===== src/include/adcsnc_defines.vh =====
/*
  Constants for the converter selection and noise-canceler control block.
  Assumes inclusion by bare name from the design files.
*/
`ifndef ADCSNC_DEFINES_VH
`define ADCSNC_DEFINES_VH

// ----------------------------------------------------------------
// Register word addresses (Avalon word address, byte address / 4)
// ----------------------------------------------------------------
`define ADCSNC_ADDR_W 2
`define ADCSNC_A_SEL 2'h0
`define ADCSNC_A_CTRL 2'h1
`define ADCSNC_A_STAT 2'h2
`define ADCSNC_A_RES 2'h3

// ----------------------------------------------------------------
// Selection register fields
// ----------------------------------------------------------------
`define ADCSNC_CH_LSB 0
`define ADCSNC_CH_MSB 4
`define ADCSNC_REF_LSB 6
`define ADCSNC_REF_MSB 7
`define ADCSNC_SEL_W 7

// Reference choices
`define ADCSNC_REF_EXT 2'h0
`define ADCSNC_REF_SUPPLY 2'h1
`define ADCSNC_REF_INT 2'h3
`define ADCSNC_REF_RSVD 2'h2

// ----------------------------------------------------------------
// Control register bits
// ----------------------------------------------------------------
`define ADCSNC_C_EN 0
`define ADCSNC_C_START 1
`define ADCSNC_C_FREE 2
`define ADCSNC_C_IE 3
`define ADCSNC_C_DONE 4
`define ADCSNC_C_PS_LSB 8
`define ADCSNC_C_PS_MSB 15

// Status register bits
`define ADCSNC_S_BUSY 0
`define ADCSNC_S_FIRST 1
`define ADCSNC_S_JTAG 2
`define ADCSNC_S_ASEL_LSB 8

// ----------------------------------------------------------------
// Timing
// ----------------------------------------------------------------
`define ADCSNC_CYC_NORMAL 5'h0D
`define ADCSNC_CYC_FIRST 5'h19
`define ADCSNC_PS_DEFAULT 8'h3F
`define ADCSNC_FULL_SCALE 10'h3FF

`endif


===== src/hw/adcsnc_sync.v =====
/*
  Two-stage level synchroniser, parameterised width.
  Assumes the input comes from outside the clk_i domain.
*/
`timescale 1ns/10ps
`default_nettype none

module adcsnc_sync #(
  parameter WIDTH = 1
) (
  // Clock and reset
  input wire clk_i,
  input wire resetn_i,
  // Data
  input wire [WIDTH-1:0] d_i,
  output reg [WIDTH-1:0] q_o
);

  reg [WIDTH-1:0] meta_reg;

  // First stage read only by the second
  always @(posedge clk_i or negedge resetn_i) begin
    if (!resetn_i) begin
      meta_reg <= {WIDTH{1'b0}};
      q_o <= {WIDTH{1'b0}};
    end else begin
      meta_reg <= d_i;
      q_o <= meta_reg;
    end
  end

endmodule

`default_nettype wire


===== src/hw/adcsnc_top.v =====
/*
  Converter control: buffered channel/reference selection with lock during
  conversion, conversion timing on a prescaled converter clock tick, and the
  sleep-started noise-canceler conversion.
  Assumes an Avalon-MM master on clk_i, pins sleep/jtag/sample from outside.
*/
// The Avalon-MM interface to the registers and the register offsets are this design's own decisions.
`timescale 1ns/10ps
`default_nettype none
`include "adcsnc_defines.vh"

// Function
// - CPU-writable buffer holds channel and reference
// - Idle: buffer copied to active every cycle
// - Conversion running: active selection frozen
// - Copy resumes in last converter cycle
// - Start waits for next converter clock edge
// - JTAG overrides upper four port pins
// - Three reference choices offered
// - Over-range single-ended input gives full scale
// - Sleep with converter ready starts conversion
// - Completion interrupt wakes CPU from sleep
// - Completion interrupt raised even when woken early
// - Other sleep modes leave converter enabled
// - Selection applied only while converter enabled
// - Conversions take 13 cycles, first 25
module adcsnc_top #(
  parameter PS_W = 8
) (
  // Clock and reset
  input wire clk_i,
  input wire resetn_i,
  // Avalon-MM slave
  input wire [`ADCSNC_ADDR_W-1:0] avs_address_i,
  input wire avs_read_i,
  input wire avs_write_i,
  input wire [31:0] avs_writedata_i,
  output reg [31:0] avs_readdata_o,
  output reg avs_waitrequest_o,
  // Power manager (asynchronous)
  input wire sleep_nr_i,
  input wire sleep_idle_i,
  input wire jtag_en_i,
  // Analog side
  input wire [9:0] sample_i,
  input wire over_range_i,
  output reg [4:0] active_channel_o,
  output reg [1:0] active_reference_o,
  output reg converter_on_o,
  output reg sample_hold_o,
  output reg [3:0] upper_port_adc_en_o,
  // Interrupt request
  output reg irq_o
);

  localparam ST_IDLE = 3'b001;
  localparam ST_WAIT = 3'b010;
  localparam ST_CONV = 3'b100;

  reg [`ADCSNC_SEL_W:0] sel_buf_reg;
  reg en_reg;
  reg start_reg;
  reg free_reg;
  reg ie_reg;
  reg done_reg;
  reg first_reg;
  reg [PS_W-1:0] ps_reg;
  reg [PS_W-1:0] ps_cnt_reg;
  reg tick_reg;
  reg [2:0] state_reg;
  reg [4:0] cyc_reg;
  reg [4:0] len_reg;
  reg [9:0] result_reg;
  reg sleep_armed_reg;
  reg ack_reg;
  wire [7:0] sel_sync;
  wire [3:0] pin_sync;
  wire sync_nr;
  wire sync_idle;
  wire sync_jtag;
  wire sync_over;
  wire [9:0] sample_sync;
  wire last_cycle;
  wire complete;
  wire sleep_req;
  wire wr;

  // Return the reference code with the reserved code forced to external
  function [1:0] ref_legal;
    input [1:0] r;
    begin
      if (r == `ADCSNC_REF_RSVD) begin
        ref_legal = `ADCSNC_REF_EXT;
      end else begin
        ref_legal = r;
      end
    end
  endfunction

  // ----------------------------------------------------------------
  // Synchronisers
  // ----------------------------------------------------------------
  // buffer crosses by synchroniser
  adcsnc_sync #(.WIDTH(8)) u_sel_sync (
    .clk_i(clk_i),
    .resetn_i(resetn_i),
    .d_i(sel_buf_reg),
    .q_o(sel_sync)
  );

  adcsnc_sync #(.WIDTH(4)) u_pin_sync (
    .clk_i(clk_i),
    .resetn_i(resetn_i),
    .d_i({sleep_nr_i, sleep_idle_i, jtag_en_i, over_range_i}),
    .q_o(pin_sync)
  );

  adcsnc_sync #(.WIDTH(10)) u_smp_sync (
    .clk_i(clk_i),
    .resetn_i(resetn_i),
    .d_i(sample_i),
    .q_o(sample_sync)
  );

  assign sync_nr = pin_sync[3];
  assign sync_idle = pin_sync[2];
  assign sync_jtag = pin_sync[1];
  assign sync_over = pin_sync[0];
  assign wr = avs_write_i && !avs_waitrequest_o;
  assign last_cycle = (state_reg == ST_CONV) && (cyc_reg == len_reg - 5'h01);
  assign complete = last_cycle && tick_reg;
  assign sleep_req = (sync_nr || sync_idle) && en_reg && !start_reg && !free_reg && ie_reg;

  // ----------------------------------------------------------------
  // Avalon slave: one wait state, then answer
  // ----------------------------------------------------------------
  // Waitrequest drops one cycle after request, for one cycle
  always @(posedge clk_i or negedge resetn_i) begin
    if (!resetn_i) begin
      ack_reg <= 1'b0;
      avs_waitrequest_o <= 1'b1;
    end else begin
      ack_reg <= (avs_read_i || avs_write_i) && !ack_reg && avs_waitrequest_o;
      avs_waitrequest_o <= !((avs_read_i || avs_write_i) && !ack_reg && avs_waitrequest_o);
    end
  end

  // Read data captured when a read is taken, held until the next one
  always @(posedge clk_i or negedge resetn_i) begin
    if (!resetn_i) begin
      avs_readdata_o <= 32'h00000000;
    end else if (avs_read_i && !ack_reg && avs_waitrequest_o) begin
      case (avs_address_i)
        `ADCSNC_A_SEL: avs_readdata_o <= {24'h000000, sel_buf_reg};
        `ADCSNC_A_CTRL: avs_readdata_o <= {16'h0000, ps_reg, 3'h0, done_reg, ie_reg,
                                            free_reg, start_reg, en_reg};
        `ADCSNC_A_STAT: avs_readdata_o <= {17'h00000, active_reference_o,
                                            active_channel_o, 5'h00, sync_jtag, first_reg,
                                            state_reg != ST_IDLE};
        `ADCSNC_A_RES: avs_readdata_o <= {22'h000000, result_reg};
        default: avs_readdata_o <= 32'h00000000;
      endcase
    end
  end

  // ----------------------------------------------------------------
  // Software registers
  // ----------------------------------------------------------------
  // Selection buffer and control bits
  always @(posedge clk_i or negedge resetn_i) begin
    if (!resetn_i) begin
      sel_buf_reg <= 8'h00;
      en_reg <= 1'b0;
      free_reg <= 1'b0;
      ie_reg <= 1'b0;
      ps_reg <= `ADCSNC_PS_DEFAULT;
    end else if (wr && avs_address_i == `ADCSNC_A_SEL) begin
      sel_buf_reg <= avs_writedata_i[7:0];
    end else if (wr && avs_address_i == `ADCSNC_A_CTRL) begin
      en_reg <= avs_writedata_i[`ADCSNC_C_EN];
      free_reg <= avs_writedata_i[`ADCSNC_C_FREE];
      ie_reg <= avs_writedata_i[`ADCSNC_C_IE];
      ps_reg <= avs_writedata_i[`ADCSNC_C_PS_MSB:`ADCSNC_C_PS_LSB];
    end
  end

  // Start bit: set by write or sleep, cleared on single completion
  always @(posedge clk_i or negedge resetn_i) begin
    if (!resetn_i) begin
      start_reg <= 1'b0;
    end else if (!en_reg) begin
      start_reg <= 1'b0;
    end else if ((wr && avs_address_i == `ADCSNC_A_CTRL && avs_writedata_i[`ADCSNC_C_START])
                 || (sleep_req && !sleep_armed_reg)) begin
      start_reg <= 1'b1;
    end else if (complete && !free_reg) begin
      start_reg <= 1'b0;
    end
  end

  // Sleep arm: one start per sleep entry
  always @(posedge clk_i or negedge resetn_i) begin
    if (!resetn_i) begin
      sleep_armed_reg <= 1'b0;
    end else begin
      sleep_armed_reg <= sync_nr || sync_idle;
    end
  end

  // Done flag: set wins over write-one clear
  always @(posedge clk_i or negedge resetn_i) begin
    if (!resetn_i) begin
      done_reg <= 1'b0;
    end else if (complete) begin
      done_reg <= 1'b1;
    end else if (wr && avs_address_i == `ADCSNC_A_CTRL && avs_writedata_i[`ADCSNC_C_DONE]) begin
      done_reg <= 1'b0;
    end
  end

  // ----------------------------------------------------------------
  // Prescaler: converter clock tick
  // ----------------------------------------------------------------
  // Counter held reset while disabled
  always @(posedge clk_i or negedge resetn_i) begin
    if (!resetn_i) begin
      ps_cnt_reg <= {PS_W{1'b0}};
      tick_reg <= 1'b0;
    end else if (!en_reg) begin
      ps_cnt_reg <= {PS_W{1'b0}};
      tick_reg <= 1'b0;
    end else if (ps_cnt_reg >= ps_reg) begin
      ps_cnt_reg <= {PS_W{1'b0}};
      tick_reg <= 1'b1;
    end else begin
      ps_cnt_reg <= ps_cnt_reg + {{(PS_W-1){1'b0}}, 1'b1};
      tick_reg <= 1'b0;
    end
  end

  // ----------------------------------------------------------------
  // Conversion sequencer
  // ----------------------------------------------------------------
  // State, cycle count and result
  always @(posedge clk_i or negedge resetn_i) begin
    if (!resetn_i) begin
      state_reg <= ST_IDLE;
      cyc_reg <= 5'h00;
      len_reg <= `ADCSNC_CYC_NORMAL;
      first_reg <= 1'b1;
      result_reg <= 10'h000;
      sample_hold_o <= 1'b0;
    end else if (!en_reg) begin
      state_reg <= ST_IDLE;
      first_reg <= 1'b1;
      sample_hold_o <= 1'b0;
    end else begin
      case (state_reg)
        ST_IDLE: begin
          if (start_reg) begin
            state_reg <= ST_WAIT;
          end
        end
        ST_WAIT: begin
          if (tick_reg) begin
            state_reg <= ST_CONV;
            cyc_reg <= 5'h00;
            len_reg <= first_reg ? `ADCSNC_CYC_FIRST : `ADCSNC_CYC_NORMAL;
            first_reg <= 1'b0;
            sample_hold_o <= 1'b1;
          end
        end
        ST_CONV: begin
          if (tick_reg) begin
            cyc_reg <= cyc_reg + 5'h01;
            sample_hold_o <= 1'b0;
            if (complete) begin
              result_reg <= sync_over ? `ADCSNC_FULL_SCALE : sample_sync;
              if (free_reg) begin
                state_reg <= ST_CONV;
                cyc_reg <= 5'h00;
                len_reg <= `ADCSNC_CYC_NORMAL;
                sample_hold_o <= 1'b1;
              end else begin
                state_reg <= ST_IDLE;
              end
            end
          end
        end
        default: state_reg <= ST_IDLE;
      endcase
    end
  end

  // ----------------------------------------------------------------
  // Active selection
  // ----------------------------------------------------------------
  // Copy buffer while enabled outside conversion or in last cycle, else hold
  always @(posedge clk_i or negedge resetn_i) begin
    if (!resetn_i) begin
      active_channel_o <= 5'h00;
      active_reference_o <= `ADCSNC_REF_EXT;
    end else if (en_reg && (state_reg != ST_CONV || last_cycle)) begin
      active_channel_o <= sel_sync[`ADCSNC_CH_MSB:`ADCSNC_CH_LSB];
      active_reference_o <= ref_legal(sel_sync[`ADCSNC_REF_MSB:`ADCSNC_REF_LSB]);
    end
  end

  // Converter power, pin override and interrupt
  always @(posedge clk_i or negedge resetn_i) begin
    if (!resetn_i) begin
      converter_on_o <= 1'b0;
      upper_port_adc_en_o <= 4'h0;
      irq_o <= 1'b0;
    end else begin
      converter_on_o <= en_reg;
      upper_port_adc_en_o <= sync_jtag ? 4'h0 : {4{en_reg}};
      irq_o <= (done_reg || complete) && ie_reg;
    end
  end

endmodule

`default_nettype wire


===== config.mk =====
export PLATFORM = sky130hd
export DESIGN_NAME = adcsnc_top
export DESIGN_NICKNAME = d
export VERILOG_FILES = /design/src/hw/adcsnc_sync.v /design/src/hw/adcsnc_top.v
export VERILOG_INCLUDE_DIRS = /design/src /design/src/include
export SDC_FILE = /design/constraint.sdc
export NUM_CORES = 1
export LEC_CHECK = 0
export BUFFER_PORTS_ARGS = -buffer_cell sky130_fd_sc_hd__buf_2
export CAP_MARGIN = 20
export CORE_UTILIZATION = 51
export CTS_BUF_LIST = sky130_fd_sc_hd__clkbuf_8
export DETAILED_ROUTE_END_ITERATION = 16
export HOLD_SLACK_MARGIN = 0.03
export PLACE_DENSITY = 0.78
export SETUP_SLACK_MARGIN = 0.3
export SLEW_MARGIN = 20
export SYNTH_ARGS = -nofsm -noshare
export SYNTH_HDL_FRONTEND = slang
export SYNTH_SLANG_ARGS = --single-unit
export TNS_END_PERCENT = 5

===== constraint.sdc =====
create_clock -name clk_i -period 1.8 [get_ports clk_i]
set_clock_uncertainty 0.15 [all_clocks]
set_input_delay 0.27 -clock clk_i [delete_from_list [all_inputs] [get_ports clk_i]]
set_output_delay 0.27 -clock clk_i [all_outputs]
set_load 0.005 [all_outputs]

Word level (Yosys, flattened, before mapping)

Index checks and enable logic that the tools add are counted.

Reductions and logical operators: 40
Bitwise logic cells: 1
Multipliers: 0
Divide/modulo/power cells: 0
Shift-type cells: 0
Muxes and demuxes: 40
Add/sub/neg operators: 3
Equal/unequal tests: 22
$lt $le $gt $ge: 1

Operators by type and width:

| cell                                                                    | count |
|---|---|
| 32-bit one-hot mux with 4 select lines                                  | 1 |
| 5-bit 2-to-1 mux                                                        | 9 |
| 5-bit one-hot mux with 2 select lines                                   | 2 |
| 1-bit logical AND                                                       | 19 |
| 3-bit 2-to-1 mux                                                        | 6 |
| 8-bit 2-to-1 mux                                                        | 2 |
| 1-bit 2-to-1 mux                                                        | 15 |
| 3-bit inequality test, second input constant                            | 5 |
| 4-bit AND reduction                                                     | 3 |
| 10-bit 2-to-1 mux                                                       | 1 |
| 3-bit by 1-bit inequality test with 1-bit output, second input constant | 3 |
| 3-bit one-hot mux with 3 select lines                                   | 1 |
| 8-bit by 1-bit adder with 8-bit output, second input constant           | 1 |
| 8-bit greater-or-equal comparator                                       | 1 |
| 2-bit inequality test, second input constant                            | 4 |
| 2-bit == test, second input constant                                    | 3 |
| 1-bit zero test                                                         | 6 |
| 6-bit AND reduction                                                     | 1 |
| 5-bit by 1-bit adder with 5-bit output, second input constant           | 1 |
| 5-bit == test                                                           | 1 |
| 1-bit logical OR                                                        | 5 |
| 5-bit by 1-bit subtractor with 5-bit output, second input constant      | 1 |
| 4-bit 2-to-1 mux                                                        | 1 |
| 2-bit by 1-bit inequality test with 1-bit output, second input constant | 2 |
| other kinds (11)                                                        | 13 |

Memories kept: 0
Logic and storage cells: 137
Input bits: 52
Register bits: 147
Output and inout bits: 47
RAM bits: 0
Latch bits: 0
ROM bits: 0

Longest topological paths before layout

Word-level depth: 9
Mapped depth: 7
Mapped depth without buffers: 6

Cells and area by module

Synthesis repeated with hierarchy kept, for this count alone.

Cells, all modules: 405
Area, all modules: 5072.4 µm²

By module, submodules not included:

| module                    | sequential area each (µm²) | times used | cells each | area an instance (µm²) |
|---|---|---|---|---|
| adcsnc_top                | 2039.5                     | 1          | 361        | 3971.3 |
| adcsnc_sync at u_smp_sync | 500.5                      | 1          | 20         | 500.5 |
| adcsnc_sync at u_sel_sync | 400.4                      | 1          | 16         | 400.4 |
| adcsnc_sync at u_pin_sync | 200.2                      | 1          | 8          | 200.2 |

Worst setup path before layout

Ideal clock, no wire load.

Kind: register -> register
Start point: reg ps_reg[5]
End point: reg ps_cnt_reg[2]
Path buffers: 0
Cell stages (with the launch flop): 7
Clock period less this slack: 1.882 ns
Library setup time: 0.147 ns
Slack: -0.082 ns
Required time: 1.503 ns
Data arrival time: 1.585 ns
Cells stage by stage: dfstp_2 > inv_1 > ha_1 > and4_1 > nand2_1 > o22ai_1 > nor3_1

Longest elaborated chain between the ends: 3

RTL lines:

| what                              | RTL line         | source |
|---|---|---|
| start, declared                   | adcsnc_top.v:67  | `reg [PS_W-1:0] ps_reg;` |
| start signal, assigned            | adcsnc_top.v:176 | `` ps_reg <= `ADCSNC_PS_DEFAULT; `` |
| start signal, assigned            | adcsnc_top.v:183 | `` ps_reg <= avs_writedata_i[`ADCSNC_C_PS_MSB:`ADCSNC_C_PS_LSB]; `` |
| 8-bit greater-or-equal comparator | adcsnc_top.v:232 | `end else if (ps_cnt_reg >= ps_reg) begin` |
| 8-bit 2-to-1 mux                  | adcsnc_top.v:232 |  |
| 8-bit 2-to-1 mux                  | adcsnc_top.v:229 | `end else if (!en_reg) begin` |
| end signal, assigned              | adcsnc_top.v:230 | `ps_cnt_reg <= {PS_W{1'b0}};` |
| end signal, assigned              | adcsnc_top.v:233 | `ps_cnt_reg <= {PS_W{1'b0}};` |
| end signal, assigned              | adcsnc_top.v:236 | `ps_cnt_reg <= ps_cnt_reg + {{(PS_W-1){1'b0}}, 1'b1};` |
| end, declared                     | adcsnc_top.v:68  | `reg [PS_W-1:0] ps_cnt_reg;` |

No other way between the ends.
A chain may end at the register's enable or synchronous reset.

Worst setup path after layout

Start point: reg ps_reg[2]
End point: reg tick_reg

Longest elaborated chain between the ends: 3

RTL lines:

| what                              | RTL line         | source |
|---|---|---|
| 8-bit greater-or-equal comparator | adcsnc_top.v:232 |  |
| 1-bit 2-to-1 mux                  | adcsnc_top.v:232 |  |
| 1-bit 2-to-1 mux                  | adcsnc_top.v:229 |  |
| end signal, assigned              | adcsnc_top.v:228 | `tick_reg <= 1'b0;` |
| end signal, assigned              | adcsnc_top.v:231 | `tick_reg <= 1'b0;` |
| end signal, assigned              | adcsnc_top.v:234 | `tick_reg <= 1'b1;` |
| end, declared                     | adcsnc_top.v:69  | `reg tick_reg;` |

No other way between the ends.

==> results_dict.tcl <==
set metrics [dict create \
    grt_pass1_vias 3530 \
    largest_register_ffs 16 \
    dr.max_layer_used "met4" \
    layout_setup_ws_ns -0.0452 \
    dr.pass1.iters 5 \
    synthDistinctLibCells 43 \
    ioPinCount 99 \
    p_switching_w 0.00268 \
    remaining_drc_errors 0 \
    final_net_count 603 \
    synth-simple-area-share 0.0978 \
    die_w_um 101 \
    power_density_mw_per_mm2 1270 \
    yosys_register_bits 123 \
    crit_slowest_cell "dfstp_2" \
    violations "setup timing" \
    synthCells 407 \
    wl_met2_mm 5.38 \
    clk_pin_slew_worst_paths_ns 0.07 \
    core_area_mm2 0.00933 \
    cts_buffers 17 \
    start_kind "flip-flop" \
    p_seq_frac 0.471 \
    outcome "finished with violations" \
    place_congestion 0.807 \
    r2r_slack_ns -0.05 \
    grt_max_degree 85 \
    grt_pass1_wl_mm 17.0 \
    power.share.switching 0.313 \
    placedInstanceArea_mm2 0.00563 \
    hp-class "flip-flop to flip-flop" \
    worst_path_largest_cell_delay_ns 0.54 \
    cts_sinks 123 \
    row_count 35 \
    tns_ns -0.107 \
    clock_path_buffers 2 \
    syn_avg_cell_area_um2 12.2 \
    drtAntennaViolNets 0 \
    whs_path_depth 0 \
    r2r_cells 6 \
    hold_viol 0 \
    start_util 0.531 \
    fill_cells 596 \
    worst_ep_required_time_ns 1.97 \
    combPwrFrac 0.265 \
    multi_input_area_mm2 0.00199 \
    yosys_warnings 0 \
    timing.final.crit_period_ns 1.85 \
    final_area_mm2 0.00672 \
    dieArea_mm2 0.0101 \
    ir_drop_mv 0.632 \
    routed_wl_mm 10.6 \
    io_buffers 66 \
    wl_met3_um 440 \
    die-height_um 101 \
    synth-edff-count 0 \
    synth-main-ff-cell "dfrtp_1" \
    synth_top_family_by_area "simple AND/OR/NAND/NOR gates" \
    drt_iter0_markers 224 \
    dpl.cell_count 614 \
    worstHoldStart "u_pin_sync.meta_reg[3]" \
    antenna_found_initial 0 \
    syn_area_mm2 0.00495 \
    grt_usage 0.224 \
    p_leak_nw 3.19 \
    syn2layout_area_growth_pct 35.7 \
    finalCritPeriodShare 1.03 \
    cts_tree "yes" \
    synth_adder_area_share 0.0278 \
    whs_endpoint "u_pin_sync.q_o[3]" \
    synth.area.mux_share 0.0900 \
    diodes 0 \
    path_cells "inv_2 -> ha_4 -> a21o_1 -> a31oi_4 -> o22ai_4 -> o21a_1" \
    grt_overflow 0 \
    final_layout_size_suffix_gt1_frac 0.389 \
    worstReg2RegStart "ps_reg[2]" \
    synth-compound-area-share 0.0703 \
    h-tree-depth 4 \
    synth-async-reset-ratio 1.00 \
    ff_latch_area_mm2 0.00309 \
    post_drt_via_cell_ratio 5.13 \
    ys_seq_area_frac 0.624 \
    synthXorXnorAreaFrac 0.0248 \
    p_clk_frac 0.264 \
    num_vias 3498 \
    finalMaxSlewViolations 0 \
    finalSetupViolCount 6 \
    layout.cells.non_filler 682 \
    critPathKind "flip-flop to flip-flop" \
    clkLatencyLatePin_ns 0.43 \
    p_int_w 0.00589 \
    crit_fanout 5 \
    cts_root_buf "clkbuf_8" \
    regMostFlops "avs_readdata_o" \
    wire_per_inst_um 15.5 \
    arrival_ns 2.01 \
    rsz0062_at_grt "yes" \
    maxCapViolations 0 \
    dp_hpwl_mm 6.75 \
    met1_length_mm 4.44 \
    r2r-end "tick_reg" \
    crit_path_end_kind "flip-flop" \
    timing.fmax_mhz 542 \
]
Yosys cell counts, drive strengths merged (6+ instances only):
master | count | area (um2)
a21oi | 7 | 35.0
a22oi | 10 | 75.1
buf | 27 | 186
clkbuf | 6 | 22.5
dfrtp | 113 | 2830
dfstp | 10 | 263
ha | 11 | 138
inv | 29 | 109
mux2 | 22 | 248
mux2i | 13 | 130
nand2 | 34 | 130
nand3 | 10 | 50.1
nor2 | 25 | 93.8
nor3 | 13 | 65.1
o21ai | 25 | 125
xnor2 | 10 | 87.6
layout by cell type, fill, tap and decap left out, types with 4 or more instances in the layout:
cell type	Yosys	final
dfrtp_1	113	111
buf_2	2	65
dlygate4sd3_1	0	34
nand2_1	33	29
inv_1	29	22
buf_4	20	22
nor2_1	25	19
clkbuf_8	0	19
o21ai_0	25	17
mux2_4	0	17
conb_1	1	16
mux2i_1	13	13
a22oi_1	10	10
dfstp_2	10	10
xnor2_1	10	9
nand3_1	10	8
inv_2	0	7
nor3_1	13	7
o21ai_1	0	7
ha_1	11	7
a21oi_1	7	6
nor3_2	0	6
clkinvlp_4	0	6
buf_6	1	6
nor2_4	0	5
mux2_2	22	5
xor2_1	4	4
buf_12	0	4
how the worst max path moves through the flow:
stage                  from       endpoint  slack (ns)
6_report          ps_reg[2]       tick_reg       -0.05
5_1_grt          cyc_reg[0]  result_reg[7]       -0.09
4_1_cts           ps_reg[2]       tick_reg      -0.003
3_5_place_dp     cyc_reg[1]  result_reg[8]       -0.03
3_3_place_gp     cyc_reg[1]  result_reg[5]       -0.01
2_1_floorplan  state_reg[2]  result_reg[0]       -0.01
per-stage QoR:
step                      total power (W)  setup slack, ns  hold WS [ns]  utilization
final                             0.00856          -0.0452         0.199        0.720
after global routing              0.00902          -0.0869         0.206        0.720
after CTS                         0.00832         -0.00271         0.199        0.700
after detailed placement          0.00582          -0.0277       -0.0690        0.604
after global placement            0.00570          -0.0129       -0.0700        0.604
after floorplan                   0.00506          -0.0106        -0.176            -
what timing repair did:
item	in CTS	in global routing
setup endpoints to repair	55	69
pin swaps	16	26
setup buffers	0	1
cloned	1	0
hold buffers	34	0
resized for setup	39	50
hold endpoints to repair	150	0
metal layers:
metal  GRT usage  vias to the layer above
met5           0                        -
met4      0.0892                        0
met3      0.0548                       27
met2       0.381                      112
met1       0.274                     1741
li1            -                     1618
power by group through the flow:
stage | sequential (W) | clock [W] | combinational [W]
after floorplan | 0.00390 | 0 | 0.00116
after global placement | 0.00399 | 0 | 0.00172
after detailed placement | 0.00403 | 0 | 0.00179
after CTS | 0.00400 | 0.00230 | 0.00202
after global routing | 0.00412 | 0.00243 | 0.00247
final | 0.00403 | 0.00226 | 0.00226
logic make-up after synthesis:
logic type / Yosys count
other cells: 1
mux: 38
xor+xnor: 14
fa+ha+maj: 11
flops: 123
simple gates: 101
compound gates: 57
buf+inv: 62
area by class of cell:
cell class	instances	area share
flip-flops and latches	123	0.461
multi-input cells	238	0.297
repair buffers	131	0.146
clock buffers	19	0.0389
well taps	129	0.0240
clock inverters	13	0.0179
inverters	29	0.0162
worst max-delay path, delay by kind of cell (launching register included):
| family | cells | cell delay [ns] |
|---|---|---|
| compound gates | 4 | 0.75 |
| fa+ha+maj | 1 | 0.22 |
| flops | 1 | 0.54 |
| buf+inv | 1 | 0.05 |
Note: power is estimated with default switching activity, not from simulation.
